<file path="config.mk">
export PLATFORM = sky130hd
export DESIGN_NAME = erp_irq_ctrl
export DESIGN_NICKNAME = d
export VERILOG_FILES = /design/src/erp_pkg.sv /design/src/erp_sense_if.sv /design/src/erp_irq_ctrl.sv /design/src/erp_pin_sense.sv
export SDC_FILE = /design/constraint.sdc
export NUM_CORES = 1
export LEC_CHECK = 0
export ABC_AREA = 0
export BUFFER_PORTS_ARGS = -buffer_cell sky130_fd_sc_hd__buf_2
export CAP_MARGIN = 0
export CORE_UTILIZATION = 45
export CTS_CLUSTER_DIAMETER = 100
export DETAILED_ROUTE_END_ITERATION = 8
export GPL_TIMING_DRIVEN = 0
export MAX_ROUTING_LAYER = met4
export PLACE_DENSITY = 0.74
export SYNTH_ARGS = -nofsm -noshare
export SYNTH_HDL_FRONTEND = slang
export SYNTH_SLANG_ARGS = --single-unit
</file>
<file path="constraint.sdc">
create_clock -name clk_i -period 1.75 [get_ports clk_i]
set_input_delay 0.35 -clock clk_i [delete_from_list [all_inputs] [get_ports clk_i]]
set_output_delay 0.35 -clock clk_i [all_outputs]
set_load 0.005 [all_outputs]
</file>
<file path="src/erp_pkg.sv">
// shared constants for the external request sense and priority block
package erp_pkg;

    // ---------------------------------------------------------------
    // geometry
    // ---------------------------------------------------------------
    localparam int unsigned N_LINES = 6;
    localparam int unsigned REG_W   = 8;
    localparam int unsigned ADDR_W  = 8;
    localparam int unsigned VEC_W   = 8;

    // ---------------------------------------------------------------
    // register offsets
    // ---------------------------------------------------------------
    localparam logic [ADDR_W-1:0] OFS_SENSE_CONTROL  = 8'h00;
    localparam logic [ADDR_W-1:0] OFS_REQUEST_ENABLE = 8'h01;
    localparam logic [ADDR_W-1:0] OFS_REQUEST_STATUS = 8'h02;
    localparam logic [ADDR_W-1:0] OFS_SECONDARY_PRIO = 8'h03;

    // ---------------------------------------------------------------
    // reset values
    // ---------------------------------------------------------------
    localparam logic [REG_W-1:0] RST_SENSE_CONTROL  = 8'h00;
    localparam logic [REG_W-1:0] RST_REQUEST_ENABLE = 8'h00;
    localparam logic [REG_W-1:0] RST_REQUEST_STATUS = 8'h00;
    localparam logic [REG_W-1:0] RST_SECONDARY_PRIO = 8'h00;

    // ---------------------------------------------------------------
    // field positions of the secondary priority register
    // ---------------------------------------------------------------
    localparam int unsigned BIT_PRIO_TIMER8_CH01 = 7;
    localparam int unsigned BIT_PRIO_TIMER8_CH23 = 6;
    localparam int unsigned BIT_PRIO_DMA_CH01    = 5;
    localparam int unsigned BIT_PRIO_SERIAL_CH0  = 3;
    localparam int unsigned BIT_PRIO_SERIAL_CH1  = 2;
    localparam int unsigned BIT_PRIO_SERIAL_CH2  = 1;

    // ---------------------------------------------------------------
    // vector numbering of the external lines
    // ---------------------------------------------------------------
    localparam logic [VEC_W-1:0] VEC_EXT_BASE = 8'h0c;

endpackage

</file>
<file path="src/erp_sense_if.sv">
// carrier between the pin sampler and the request controller
`timescale 1ns/1ps
interface erp_sense_if;
    import erp_pkg::*;

    logic [N_LINES-1:0] pin_low;
    logic [N_LINES-1:0] fall_seen;

    modport sense (output pin_low, output fall_seen);
    modport ctrl  (input  pin_low, input  fall_seen);
endinterface

</file>
<file path="src/erp_irq_ctrl.sv">
// external request sensing, status flags, enables and secondary priority
//
// Overview of operation
// - secondary priority register clears on reset and hardware standby
// - bit 7 sets 8-bit timer channels 0 and 1 to high priority
// - bit 6 sets 8-bit timer channels 2 and 3 to high priority
// - bit 5 sets dma channels 0 and 1 to high priority
// - bits 3, 2, 1 set serial channels 0, 1, 2 to high priority
// - priority bits 4 and 0 are plain storage
// - request status clears on reset and hardware standby
// - status bits 7 and 6 ignore writes and read zero
// - software may only clear status flags, writing zero
// - zero write clears a flag only after it was read as one
// - level mode: flag clears on handling while pin is high
// - edge mode: flag clears on handling
// - level mode: flag sets while pin samples low
// - edge mode: flag sets on a high to low change
// - request enable clears on reset and hardware standby
// - enable bits 5 to 0 gate lines 5 to 0
// - enable bits 7 and 6 are plain storage
// - sense control clears on reset and hardware standby
// - sense bits 5 to 0 pick level (0) or falling edge (1)
// - sense bits 7 and 6 are plain storage
// - lines 0 to 5 carry vector numbers 12 to 17
// - equal level: the smaller vector number wins
// - pins are sensed whatever their port direction
`timescale 1ns/1ps
module erp_irq_ctrl
    import erp_pkg::*;
(
    // clock and reset
    input  wire logic               clk_i,
    input  wire logic               rstn_i,
    input  wire logic               hw_standby_i,
    // external request pins, active low
    input  wire logic [N_LINES-1:0] ext_request_pin_n_i,
    // exception handling done, one pulse per line
    input  wire logic [N_LINES-1:0] exc_handled_i,
    // register port
    input  wire logic [ADDR_W-1:0]  addr_i,
    input  wire logic [REG_W-1:0]   wdata_i,
    input  wire logic               wr_i,
    input  wire logic               rd_i,
    output logic      [REG_W-1:0]   rdata_o,
    // requests towards arbitration
    output logic      [N_LINES-1:0] ext_req_o,
    output logic                    ext_vector_valid_o,
    output logic      [VEC_W-1:0]   ext_vector_o,
    // priority levels of internal sources
    output logic                    prio_timer8_ch01_o,
    output logic                    prio_timer8_ch23_o,
    output logic                    prio_dma_ch01_o,
    output logic                    prio_serial_ch0_o,
    output logic                    prio_serial_ch1_o,
    output logic                    prio_serial_ch2_o
);

    // ---------------------------------------------------------------
    // helper functions
    // ---------------------------------------------------------------
    function automatic logic reg_hit(input logic [ADDR_W-1:0] a,
                                     input logic [ADDR_W-1:0] ofs);
        reg_hit = (a == ofs);
    endfunction

    function automatic logic [2:0] lowest_set(
        input logic [N_LINES-1:0] v);
        lowest_set = 3'd0;
        for (int i = N_LINES - 1; i >= 0; i--) begin
            if (v[i]) begin
                lowest_set = 3'(i);
            end
        end
    endfunction

    // ---------------------------------------------------------------
    // pin sampling
    // ---------------------------------------------------------------
    erp_sense_if sns_if ();

    // pins are read straight, no direction gating
    erp_pin_sense u_sense (
        .clk_i    (clk_i),
        .rstn_i   (rstn_i),
        .pins_n_i (ext_request_pin_n_i),
        .sns      (sns_if.sense)
    );

    // ---------------------------------------------------------------
    // state
    // ---------------------------------------------------------------
    logic [REG_W-1:0]   sense_control_r;
    logic [REG_W-1:0]   request_enable_r;
    logic [REG_W-1:0]   secondary_priority_r;
    logic [N_LINES-1:0] line_request_flag_r;
    logic [N_LINES-1:0] line_request_flag_nxt;
    logic [N_LINES-1:0] read_armed_r;
    logic [N_LINES-1:0] read_armed_nxt;
    logic [REG_W-1:0]   rdata_r;
    logic [REG_W-1:0]   rdata_nxt;
    logic               vec_valid_r;
    logic [VEC_W-1:0]   vec_r;

    // ---------------------------------------------------------------
    // address decode
    // ---------------------------------------------------------------
    wire logic wr_sense  = wr_i & reg_hit(addr_i, OFS_SENSE_CONTROL);
    wire logic wr_enable = wr_i & reg_hit(addr_i, OFS_REQUEST_ENABLE);
    wire logic wr_status = wr_i & reg_hit(addr_i, OFS_REQUEST_STATUS);
    wire logic wr_prio   = wr_i & reg_hit(addr_i, OFS_SECONDARY_PRIO);
    wire logic rd_sense  = rd_i & reg_hit(addr_i, OFS_SENSE_CONTROL);
    wire logic rd_enable = rd_i & reg_hit(addr_i, OFS_REQUEST_ENABLE);
    wire logic rd_status = rd_i & reg_hit(addr_i, OFS_REQUEST_STATUS);
    wire logic rd_prio   = rd_i & reg_hit(addr_i, OFS_SECONDARY_PRIO);

    // ---------------------------------------------------------------
    // flag set and clear terms
    // ---------------------------------------------------------------
    wire logic [N_LINES-1:0] line_sense_select = sense_control_r[N_LINES-1:0];
    wire logic [N_LINES-1:0] line_enable_bits  = request_enable_r[N_LINES-1:0];

    // level or edge chosen per line
    wire logic [N_LINES-1:0] set_lvl = ~line_sense_select & sns_if.pin_low;
    wire logic [N_LINES-1:0] set_edg = line_sense_select & sns_if.fall_seen;
    wire logic [N_LINES-1:0] flag_set = set_lvl | set_edg;

    // handling clears: level needs pin high edge always
    wire logic [N_LINES-1:0] hw_clr =
        exc_handled_i & (line_sense_select | ~sns_if.pin_low);

    // only a written zero on an armed flag clears it
    wire logic [N_LINES-1:0] sw_clr =
        {N_LINES{wr_status}} & ~wdata_i[N_LINES-1:0] & read_armed_r;

    // a set in the same cycle as a clear wins
    assign line_request_flag_nxt =
        flag_set | (line_request_flag_r & ~hw_clr & ~sw_clr);

    // arming: read while flag is one; dropped when the flag drops
    assign read_armed_nxt =
        ({N_LINES{rd_status}} & line_request_flag_r)
        | (read_armed_r & line_request_flag_nxt);

    // ---------------------------------------------------------------
    // read mux
    // ---------------------------------------------------------------
    wire logic [REG_W-1:0] status_view =
        {{(REG_W-N_LINES){1'b0}}, line_request_flag_r};

    assign rdata_nxt = rd_sense  ? sense_control_r      :
                       rd_enable ? request_enable_r     :
                       rd_status ? status_view          :
                       rd_prio   ? secondary_priority_r :
                                   8'h00;

    // ---------------------------------------------------------------
    // configuration registers
    // ---------------------------------------------------------------
    always_ff @(posedge clk_i or negedge rstn_i) begin
        if (!rstn_i) begin
            sense_control_r      <= RST_SENSE_CONTROL;
            request_enable_r     <= RST_REQUEST_ENABLE;
            secondary_priority_r <= RST_SECONDARY_PRIO;
        end else if (hw_standby_i) begin
            sense_control_r      <= RST_SENSE_CONTROL;
            request_enable_r     <= RST_REQUEST_ENABLE;
            secondary_priority_r <= RST_SECONDARY_PRIO;
        end else begin
            // all eight bits stored
            if (wr_sense) begin
                sense_control_r <= wdata_i;
            end
            if (wr_enable) begin
                request_enable_r <= wdata_i;
            end
            if (wr_prio) begin
                secondary_priority_r <= wdata_i;
            end
        end
    end

    // ---------------------------------------------------------------
    // status flags and read data
    // ---------------------------------------------------------------
    always_ff @(posedge clk_i or negedge rstn_i) begin
        if (!rstn_i) begin
            line_request_flag_r <= RST_REQUEST_STATUS[N_LINES-1:0];
            read_armed_r        <= '0;
            rdata_r             <= 8'h00;
        end else if (hw_standby_i) begin
            line_request_flag_r <= RST_REQUEST_STATUS[N_LINES-1:0];
            read_armed_r        <= '0;
            rdata_r             <= 8'h00;
        end else begin
            line_request_flag_r <= line_request_flag_nxt;
            read_armed_r        <= read_armed_nxt;
            rdata_r             <= rdata_nxt;
        end
    end

    assign rdata_o = rdata_r;

    // ---------------------------------------------------------------
    // requests and vector selection
    // ---------------------------------------------------------------
    // a line asks only with flag and enable set
    assign ext_req_o = line_request_flag_r & line_enable_bits;

    // lowest line index holds the smaller vector
    wire logic [2:0]       win_idx = lowest_set(ext_req_o);
    wire logic [VEC_W-1:0] win_vec = VEC_EXT_BASE + VEC_W'(win_idx);

    always_ff @(posedge clk_i or negedge rstn_i) begin
        if (!rstn_i) begin
            vec_valid_r <= 1'b0;
            vec_r       <= 8'h00;
        end else begin
            vec_valid_r <= |ext_req_o;
            vec_r       <= win_vec;
        end
    end

    assign ext_vector_valid_o = vec_valid_r;
    assign ext_vector_o       = vec_r;

    // ---------------------------------------------------------------
    // internal source priority levels
    // ---------------------------------------------------------------
    // one level bit per source group
    assign prio_timer8_ch01_o = secondary_priority_r[BIT_PRIO_TIMER8_CH01];
    assign prio_timer8_ch23_o = secondary_priority_r[BIT_PRIO_TIMER8_CH23];
    assign prio_dma_ch01_o    = secondary_priority_r[BIT_PRIO_DMA_CH01];
    assign prio_serial_ch0_o  = secondary_priority_r[BIT_PRIO_SERIAL_CH0];
    assign prio_serial_ch1_o  = secondary_priority_r[BIT_PRIO_SERIAL_CH1];
    assign prio_serial_ch2_o  = secondary_priority_r[BIT_PRIO_SERIAL_CH2];

    // ---------------------------------------------------------------
    // assertions
    // ---------------------------------------------------------------
    logic [REG_W-1:0] wdata_q;
    always_ff @(posedge clk_i or negedge rstn_i) begin
        if (!rstn_i) begin
            wdata_q <= 8'h00;
        end else begin
            wdata_q <= wdata_i;
        end
    end

    a_standby_clears:
    assert property (@(posedge clk_i) disable iff (!rstn_i)
        hw_standby_i |=> (secondary_priority_r == 8'h00)
                         && (line_request_flag_r == '0)
                         && (request_enable_r == 8'h00)
                         && (sense_control_r == 8'h00))
    else $error("standby did not clear registers");

    a_prio_timer_map:
    assert property (@(posedge clk_i) disable iff (!rstn_i)
        (wr_prio && !hw_standby_i) |=>
            (prio_timer8_ch01_o == wdata_q[7])
            && (prio_timer8_ch23_o == wdata_q[6]))
    else $error("timer priority does not follow write");

    a_prio_serial_map:
    assert property (@(posedge clk_i) disable iff (!rstn_i)
        (wr_prio && !hw_standby_i) |=>
            ({prio_dma_ch01_o, prio_serial_ch0_o, prio_serial_ch1_o,
              prio_serial_ch2_o} == {wdata_q[5], wdata_q[3:1]}))
    else $error("dma or serial priority does not follow write");

    a_status_high_zero:
    assert property (@(posedge clk_i) disable iff (!rstn_i)
        rd_status |=> (rdata_o[7:6] == 2'b00))
    else $error("status upper bits not zero");

    a_clear_needs_read:
    assert property (@(posedge clk_i) disable iff (!rstn_i)
        (wr_status && !hw_standby_i && (read_armed_r == '0)
         && (exc_handled_i == '0)) |=>
            ((line_request_flag_r & $past(line_request_flag_r))
             == $past(line_request_flag_r)))
    else $error("unarmed zero write cleared flag");

    a_armed_zero_clears:
    assert property (@(posedge clk_i) disable iff (!rstn_i)
        (wr_status && !hw_standby_i && read_armed_r[0] && !wdata_i[0]
         && !flag_set[0]) |=> !line_request_flag_r[0])
    else $error("armed zero write kept flag");

    a_one_write_keeps:
    assert property (@(posedge clk_i) disable iff (!rstn_i)
        (wr_status && !hw_standby_i && (wdata_i[N_LINES-1:0] == '1)
         && (exc_handled_i == '0)) |=>
            ((line_request_flag_r & $past(line_request_flag_r))
             == $past(line_request_flag_r)))
    else $error("written one cleared flag");

    a_level_sets_flag:
    assert property (@(posedge clk_i) disable iff (!rstn_i)
        (!hw_standby_i && !line_sense_select[2] && sns_if.pin_low[2])
            |=> line_request_flag_r[2])
    else $error("low level did not set flag");

    a_edge_sets_flag:
    assert property (@(posedge clk_i) disable iff (!rstn_i)
        (!hw_standby_i && line_sense_select[1] && sns_if.fall_seen[1])
            |=> line_request_flag_r[1])
    else $error("falling edge did not set flag");

    a_edge_ack_clears:
    assert property (@(posedge clk_i) disable iff (!rstn_i)
        (!hw_standby_i && line_sense_select[1] && exc_handled_i[1]
         && !sns_if.fall_seen[1]) |=> !line_request_flag_r[1])
    else $error("handling did not clear edge flag");

    a_disabled_quiet:
    assert property (@(posedge clk_i) disable iff (!rstn_i)
        (line_enable_bits == '0) |-> (ext_req_o == '0))
    else $error("request while all lines disabled");

    a_vector_lowest:
    assert property (@(posedge clk_i) disable iff (!rstn_i)
        ext_req_o[0] |=> ext_vector_valid_o && (ext_vector_o == 8'h0c))
    else $error("line 0 not chosen with vector 12");

    a_valid_follows:
    assert property (@(posedge clk_i) disable iff (!rstn_i)
        (ext_req_o != '0) |=> ext_vector_valid_o)
    else $error("request without vector valid");

    a_valid_drops:
    assert property (@(posedge clk_i) disable iff (!rstn_i)
        (ext_req_o == '0) |=> !ext_vector_valid_o)
    else $error("vector valid without request");

    a_vector_range:
    assert property (@(posedge clk_i) disable iff (!rstn_i)
        ext_vector_valid_o |-> (ext_vector_o >= VEC_EXT_BASE)
            && (ext_vector_o < VEC_EXT_BASE + VEC_W'(N_LINES)))
    else $error("vector outside external range");

    a_sync_latency:
    assert property (@(posedge clk_i) disable iff (!rstn_i)
        $fell(ext_request_pin_n_i[2]) |-> ##2 sns_if.pin_low[2])
    else $error("pin low not seen two edges later");

    a_rdata_one_cycle:
    assert property (@(posedge clk_i) disable iff (!rstn_i)
        !rd_i |=> (rdata_o == 8'h00))
    else $error("read data outside read answer cycle");

endmodule

</file>
<file path="src/erp_pin_sense.sv">
// per-pin synchroniser and falling-edge detector
`timescale 1ns/1ps
module erp_pin_sense
    import erp_pkg::*;
(
    // clock and reset
    input  wire logic               clk_i,
    input  wire logic               rstn_i,
    // request pins, active low
    input  wire logic [N_LINES-1:0] pins_n_i,
    // sampled results
    erp_sense_if.sense              sns
);

    // ---------------------------------------------------------------
    // two-stage synchroniser plus one history stage per pin
    // ---------------------------------------------------------------
    genvar g;
    generate
        for (g = 0; g < N_LINES; g++) begin : g_line
            logic meta_r;
            logic sync_r;
            logic prev_r;

            always_ff @(posedge clk_i or negedge rstn_i) begin
                if (!rstn_i) begin
                    meta_r <= 1'b1;
                    sync_r <= 1'b1;
                    prev_r <= 1'b1;
                end else begin
                    meta_r <= pins_n_i[g];
                    sync_r <= meta_r;
                    prev_r <= sync_r;
                end
            end

            // level taken from the last sample, edge from two successive samples
            assign sns.pin_low[g]   = ~sync_r;
            assign sns.fall_seen[g] = prev_r & ~sync_r;
        end
    endgenerate

endmodule

</file>
==> results of run 1 <==
-- report_power, final --
group | leakage [uW] | total [uW] | internal [uW] | switching [uW]
clock | 0.0000905 | 1130 | 589 | 545
combinational | 0.000944 | 192 | 66.8 | 125
sequential | 0.000861 | 1610 | 1600 | 17.9
total | 0.00190 | 2940 | 2250 | 688
-- final cells by class --
cell class / instances / area (sq um)
clock buffers: 14 / 162.7
fillers: 565 / 2809
plain buffers: 14 / 90.09
well taps: 77 / 96.34
multi-input cells: 164 / 1106
clock inverters: 2 / 10.01
repair buffers: 57 / 287.8
inverters: 14 / 52.55
flip-flops and latches: 67 / 1699
-- path summary, 6_finish.rpt --
kind	start	to	slack, ns	depth (start not counted)
worst max-delay path	addr_i[3]	rdata_o[0]	0.18	6
worst min-delay path	rstn_i	read_armed_r[5]	0.10	1
worst max register to register	line_request_flag_r[1]	ext_vector_valid_o	0.33	4
worst min register to register	u_sense.g_line[5].meta_r	u_sense.g_line[5].sync_r	0.35	0
max in group asynchronous	rstn_i	request_enable_r[2]	1.10	1
min in group clk_i	ext_request_pin_n_i[4]	u_sense.g_line[4].meta_r	0.11	1
-- cells by family after synthesis --
family | count (synthesis)
and+or+nand+nor | 84
DFF | 67
AOI/OAI and AO/OA | 47
muxes | 30
buffers and inverters | 28
other | 1
-- registers in the layout, summed over array words and instances, names as in the netlist --
signal and count:
ext_vector_o 4, ext_vector_valid_o 1, line_request_flag_r 6, rdata_o 8, read_armed_r 6, request_enable_r 8
secondary_priority_r 8, sense_control_r 8, u_sense.g_line.meta_r 6, u_sense.g_line.prev_r 6, u_sense.g_line.sync_r 6
-- critical path, stage by stage --
cell	delay, ns
buf_2	0.12
nor4_4	0.34
buf_6	0.21
nand3_1	0.17
nor2_2	0.40
o211a_1	0.23
-- per-stage QoR --
stage	std cells	cell area (sq um)	hold WS (ns)	TNS, ns
after global placement	393	3329	0.3456	-0.6942
after CTS	409	3505	0.09722	0
after detailed placement	393	3332	0.3472	-1.034
after floorplan	259	2948	0.05441	0
after global routing	409	3505	0.09364	0
final	409	3505	0.1038	0
-- layout by cell type (no fill, tap or decap), types with 2 or more instances in the layout --
master,instances
buf_2,59
dfrtp_1,49
nor2_1,38
mux2i_1,30
a21oi_1,26
dfstp_2,18
inv_1,14
clkbuf_8,11
nand3_1,10
clkbuf_1,8
nor2b_1,7
a22oi_1,6
nand2_1,6
o211a_1,6
buf_4,5
and3b_1,4
and2_1,3
conb_1,3
o211ai_1,2
and3_1,2
o31a_1,2
o21ba_1,2
nor2_2,2
a31oi_1,2
nor4_1,2
nand4_4,2
clkinv_2,2
-- metal layers --
layer / wire length (microns) / global-route usage / part of all wire
met5: 0 / - / 0
met4: 93 / 0.09875 / 0.014
met3: 426 / 0.03678 / 0.063
met2: 3265 / 0.3256 / 0.48
met1: 2966 / 0.2852 / 0.44
==> results.md, run 1 <==
* RSZ-0062 raised after global routing: false
* Clk pin slew, worst setup/hold paths at about 0.070 ns
* Clk Latency, worst-skew pair at 0.33 ns
* Max_cap viols at 0
* Post-synth top cells: 49 x dfrtp_1, 38 x nor2_1, 30 x mux2i_1, 26 x a21oi_1, 18 x dfstp_2
* Worst ir drop on vdd at 0.5427 mV
* Post-synthesis mux area share at 0.1021
* Adder-Cell Fraction of Synth Area at 0
* Compound-Gate Fraction of Synth Area at 0.1038
* Synth top area share at 0.4170
* CTS Sinks at 67
* Synth area leaders: dfrtp_1 42%, dfstp_2 16%, mux2i_1 10%
* Synth Area per Inst at 11.44 sq um
* First-pass GRT wire length at 11010 microns
* Max Fanout on Critical Path at 10
* Routed Antenna Nets at 0
* Vias in the first global route at 2161
* Routed via count at 2208
* Type of origin of the critical path: input pin
* Top FF cell, synth: dfrtp_1
* Post-synthesis cell count at 257
* Area grow syn2layout at 19.19%
* Final setup vio count at 0
* Largest family of logic cells by synthesized area: simple AND/OR/NAND/NOR gates
* First-pass detailed-route iteration total at 6
* Post-Route WL at slightly below 7000 microns
* Final setup margin at 0.1800 ns
* Post-CTS Hold Buffers at 0
* Chip width at 82.84 microns
* Most frequent cell after synthesis: dfrtp_1
* Initial drt markers at roughly 170
* Xor-xnor portion of the synthesized cell area at 0
* Global route overflow at 0
* Synthesized cell area at 2940 sq um
* Place WS at -0.1344 ns
* Total power at 2940 uW
* Worst hold path class: in -> async
* Synth cell types at 36
* Initial antenna violation count at 0
* I/O pin total at 62
* Highest Clock Rate at 636.9 MHz
* ANT cells at 0
* Largest net degree at the start of global routing at 68
* Final hold vios at 0
* Worst EP arrival at 1.84 ns
* Max-slew violation count at 0
* Status: finished, final reports clean
* Tmin final at about 1.6 ns
* Slew @ Worst Pin at 0.8101 ns
* GRT Resource Usage Total at 0.2150
* Ys async rst share at 1.000
* WS Path Type: in -> reg
* PD cells at 838.9 nW/um^2
* Post-synthesis sequential area ratio at 0.5779
* Yosys warns at 0
* Row count at 29
* Layout Nets at 360
* Post-Synth Simple-Gate Area at 0.1664
* CTS tree: built
* DR WL/cell at 16.51 microns
* Drt via density at 5.399
* Core ar. at 6314 sq um
* Leakage at 0.001895 uW
* Post-DP HPWL at around 4600 microns
* Worst rel slew slack at 0.4599
* Final Util at 0.5551
* Placer congestion estimate at about 0.84
* Post-CTS setup buffer count at 0
* Max H-tree Level at 3
* Skew final at 0.004521 ns
* Starting Density at 0.4657
* Req. time, crit path at 2.02 ns
* Tcrit/Tclk final at 0.8971
* Resize count post-CTS at 0
* Synthesized flop and latch total at 67
* Crit path capture type: flip-flop
* Layout cell share with drive strength beyond 1 at 0.3223
* IO Port Bufs at 57
* TritonCTS Buffers at 9
* Die Span Y at 82.84 microns
* Die Footprint at 6862 sq um
* Maximum clock insertion buffer count at 2
* Remaining DRCs at 0
* Root Buffer: clkbuf_8
* Post-synth EDFFs at 0
* Largest area contributor in the netlist: dfrtp_1
(Power assumes the default switching activity.)
==> run 2, diff against run 1 <==
--- a/config.mk
+++ b/config.mk
@@ -8,6 +8,7 @@
 export ABC_AREA = 0
 export BUFFER_PORTS_ARGS = -buffer_cell sky130_fd_sc_hd__buf_2
 export CAP_MARGIN = 0
+export CORE_ASPECT_RATIO = 1.5
 export CORE_UTILIZATION = 45
 export CTS_CLUSTER_DIAMETER = 100
 export DETAILED_ROUTE_END_ITERATION = 8
==> run 2 against run 1 <==
Against the previous run:
- clock power down 5%
- critical path depth unchanged
- sequential power about the same
- clock skew up 0.0025 ns
- largest power group unchanged
- routed wire length down 3.8%
- power down 2.2%
- non-clock buffer count unchanged
- sequential share of layout area up 0.23 points
- setup slack better by 0.14 ns
==> results.md, run 2 (same netlist as run 1, synthesis figures left out) <==
* Status: finished, final reports clean
* RSZ-0062 raised after global routing: false
* Skew final at 0.007058 ns
* Remaining DRCs at 0
* Placer congestion estimate at 0.8248
* Max-slew violation count at 0
* Initial antenna violation count at 0
* CTS Sinks at 67
* Worst hold path class: in -> async
* Drt via density at 5.365
* Root Buffer: clkbuf_8
* Total power at 2875 uW
* Register Area at ~1700 sq um
* Commonest non-fill, non-tap cell in the layout: buf_2
* Final setup vio count at 0
* Chip width at 68 microns
* Clk pin slew, worst setup/hold paths at roughly 0.070 ns
* Area grow syn2layout at 18.64%
* Reg2reg start: line_request_flag_r[0]
* ANT cells at 0
* Final setup margin at 0.3233 ns
* Worst Path Buf+Inv at 2
* CTS tree: built
* Core ar. at 6218 sq um
* Vias in the first global route at about 2100
* Die Footprint at 6868 sq um
* TritonCTS Buffers at 9
* Tcrit/Tclk final at 0.8153
* Cell Chain, Critical Path: buf_2 -> nor4_4 -> buf_6 -> nand3_1 -> nor2_2 -> o211a_1
* Req. time, crit path at 2.02 ns
* Setup Total Neg Slack at 0 ns
* First-pass detailed-route iteration total at 4
* Post-CTS Hold Buffers at 0
* Max Fanout on Critical Path at 10
* Max H-tree Level at 3
* Final hold vios at 0
* Largest net degree at the start of global routing at 68
* DR WL/cell at ~16 microns
* Tmin final at about 1.4 ns
* Post-CTS setup buffer count at 0
* I/O pin total at 62
* Layout cell share with drive strength beyond 1 at 0.3233
* Most frequent cells in the layout: 59 x buf_2, 49 x dfrtp_1, 38 x nor2_1
* First-pass GRT wire length at 10190 microns
* Critical-path top delay cell: nor2_2
* Starting Density at 0.4728
* Row count at 35
* Global route overflow at 0
* IO Port Bufs at 57
* Highest Clock Rate at roughly 700 MHz
* Clk Latency, worst-skew pair at 0.33 ns
* GRT Resource Usage Total at 0.2172
* PD cells at roughly 800 nW/um^2
* Leakage at 0.001891 uW
* Crit path capture type: flip-flop
* Maximum clock insertion buffer count at 2
* Initial drt markers at 80
* Cell family with most CP delay: simple AND/OR/NAND/NOR gates
* Routed Antenna Nets at 0
* Place WS at -0.02888 ns
* Final Util at 0.5610
* Largest stage delay, worst path at around 0.33 ns
* Resize count post-CTS at 0
* Slew @ Worst Pin at 0.8063 ns
* Routed via count at 2173
* WS Path Type: in -> reg
* Total of fill cells in the finished design at between 500 and 600
* Layout Nets at 360
* Type of origin of the critical path: input pin
* Post-Route WL at between 6000 and 7000 microns
* Worst EP arrival at approximately 1.7 ns
* Max_cap viols at 0
* Worst rel slew slack at 0.4625
* Area occupied by multi-input gates at 1106 sq um
* Critical path startpoint: addr_i[3]
* Post-DP HPWL at 4594 microns
* Worst ir drop on vdd at 0.5550 mV
* Die Span Y at roughly 100 microns
[run 2: per-stage QoR]
step           cells  hold slack (ns)  area, sq um
2_1_floorplan    259          0.05441         2948
3_3_place_gp     390           0.3459         3326
3_5_place_dp     390           0.3468         3328
4_1_cts          405          0.09280         3488
5_1_grt          405          0.09501         3488
6_report         405           0.1068         3488
[run 2: area by class of cell]
cell class | count | area share
Multi-Input combinational cell | 164 | 0.3171
Tap cell | 74 | 0.02654
Clock buffer | 12 | 0.04161
Inverter | 14 | 0.01506
Buffer | 14 | 0.02582
Sequential cell | 67 | 0.4871
Clock inverter | 3 | 0.004304
Timing Repair Buffer | 57 | 0.08250
[run 2: worst paths after layout]
kind	to	slack, ns	cells after the start
setup / recovery	rdata_o[0]	0.32	6
hold / removal	secondary_priority_r[1]	0.11	1
setup reg to reg	ext_vector_valid_o	0.34	4
hold reg to reg	u_sense.g_line[1].sync_r	0.36	0
max in group asynchronous	read_armed_r[4]	1.12	1
min in group clk_i	u_sense.g_line[4].meta_r	0.11	1
[run 2: worst reg2reg max path, cell delays in order, from the launching register on]
cell,delay (ns)
dfrtp_1,0.41
and2_1,0.18
or2_2,0.32
nor3_1,0.26
nand3_1,0.11
[run 2: power by group]
| group | internal [uW] | switching, uW |
|---|---|---|
| sequential | 1600 | 17.0 |
| clock | 538 | 531 |
| combinational | 66.8 | 125 |
| total | 2200 | 673 |
[run 2: metal layers]
layer / vias up / routed length, microns / track usage
met4: 0 / 54 / 0.08974
met2: 67 / 3496 / 0.3612
met5: - / 0 / -
met1: 1081 / 2597 / 0.2468
met3: 9 / 346 / 0.04638
li1: 1016 / - / -
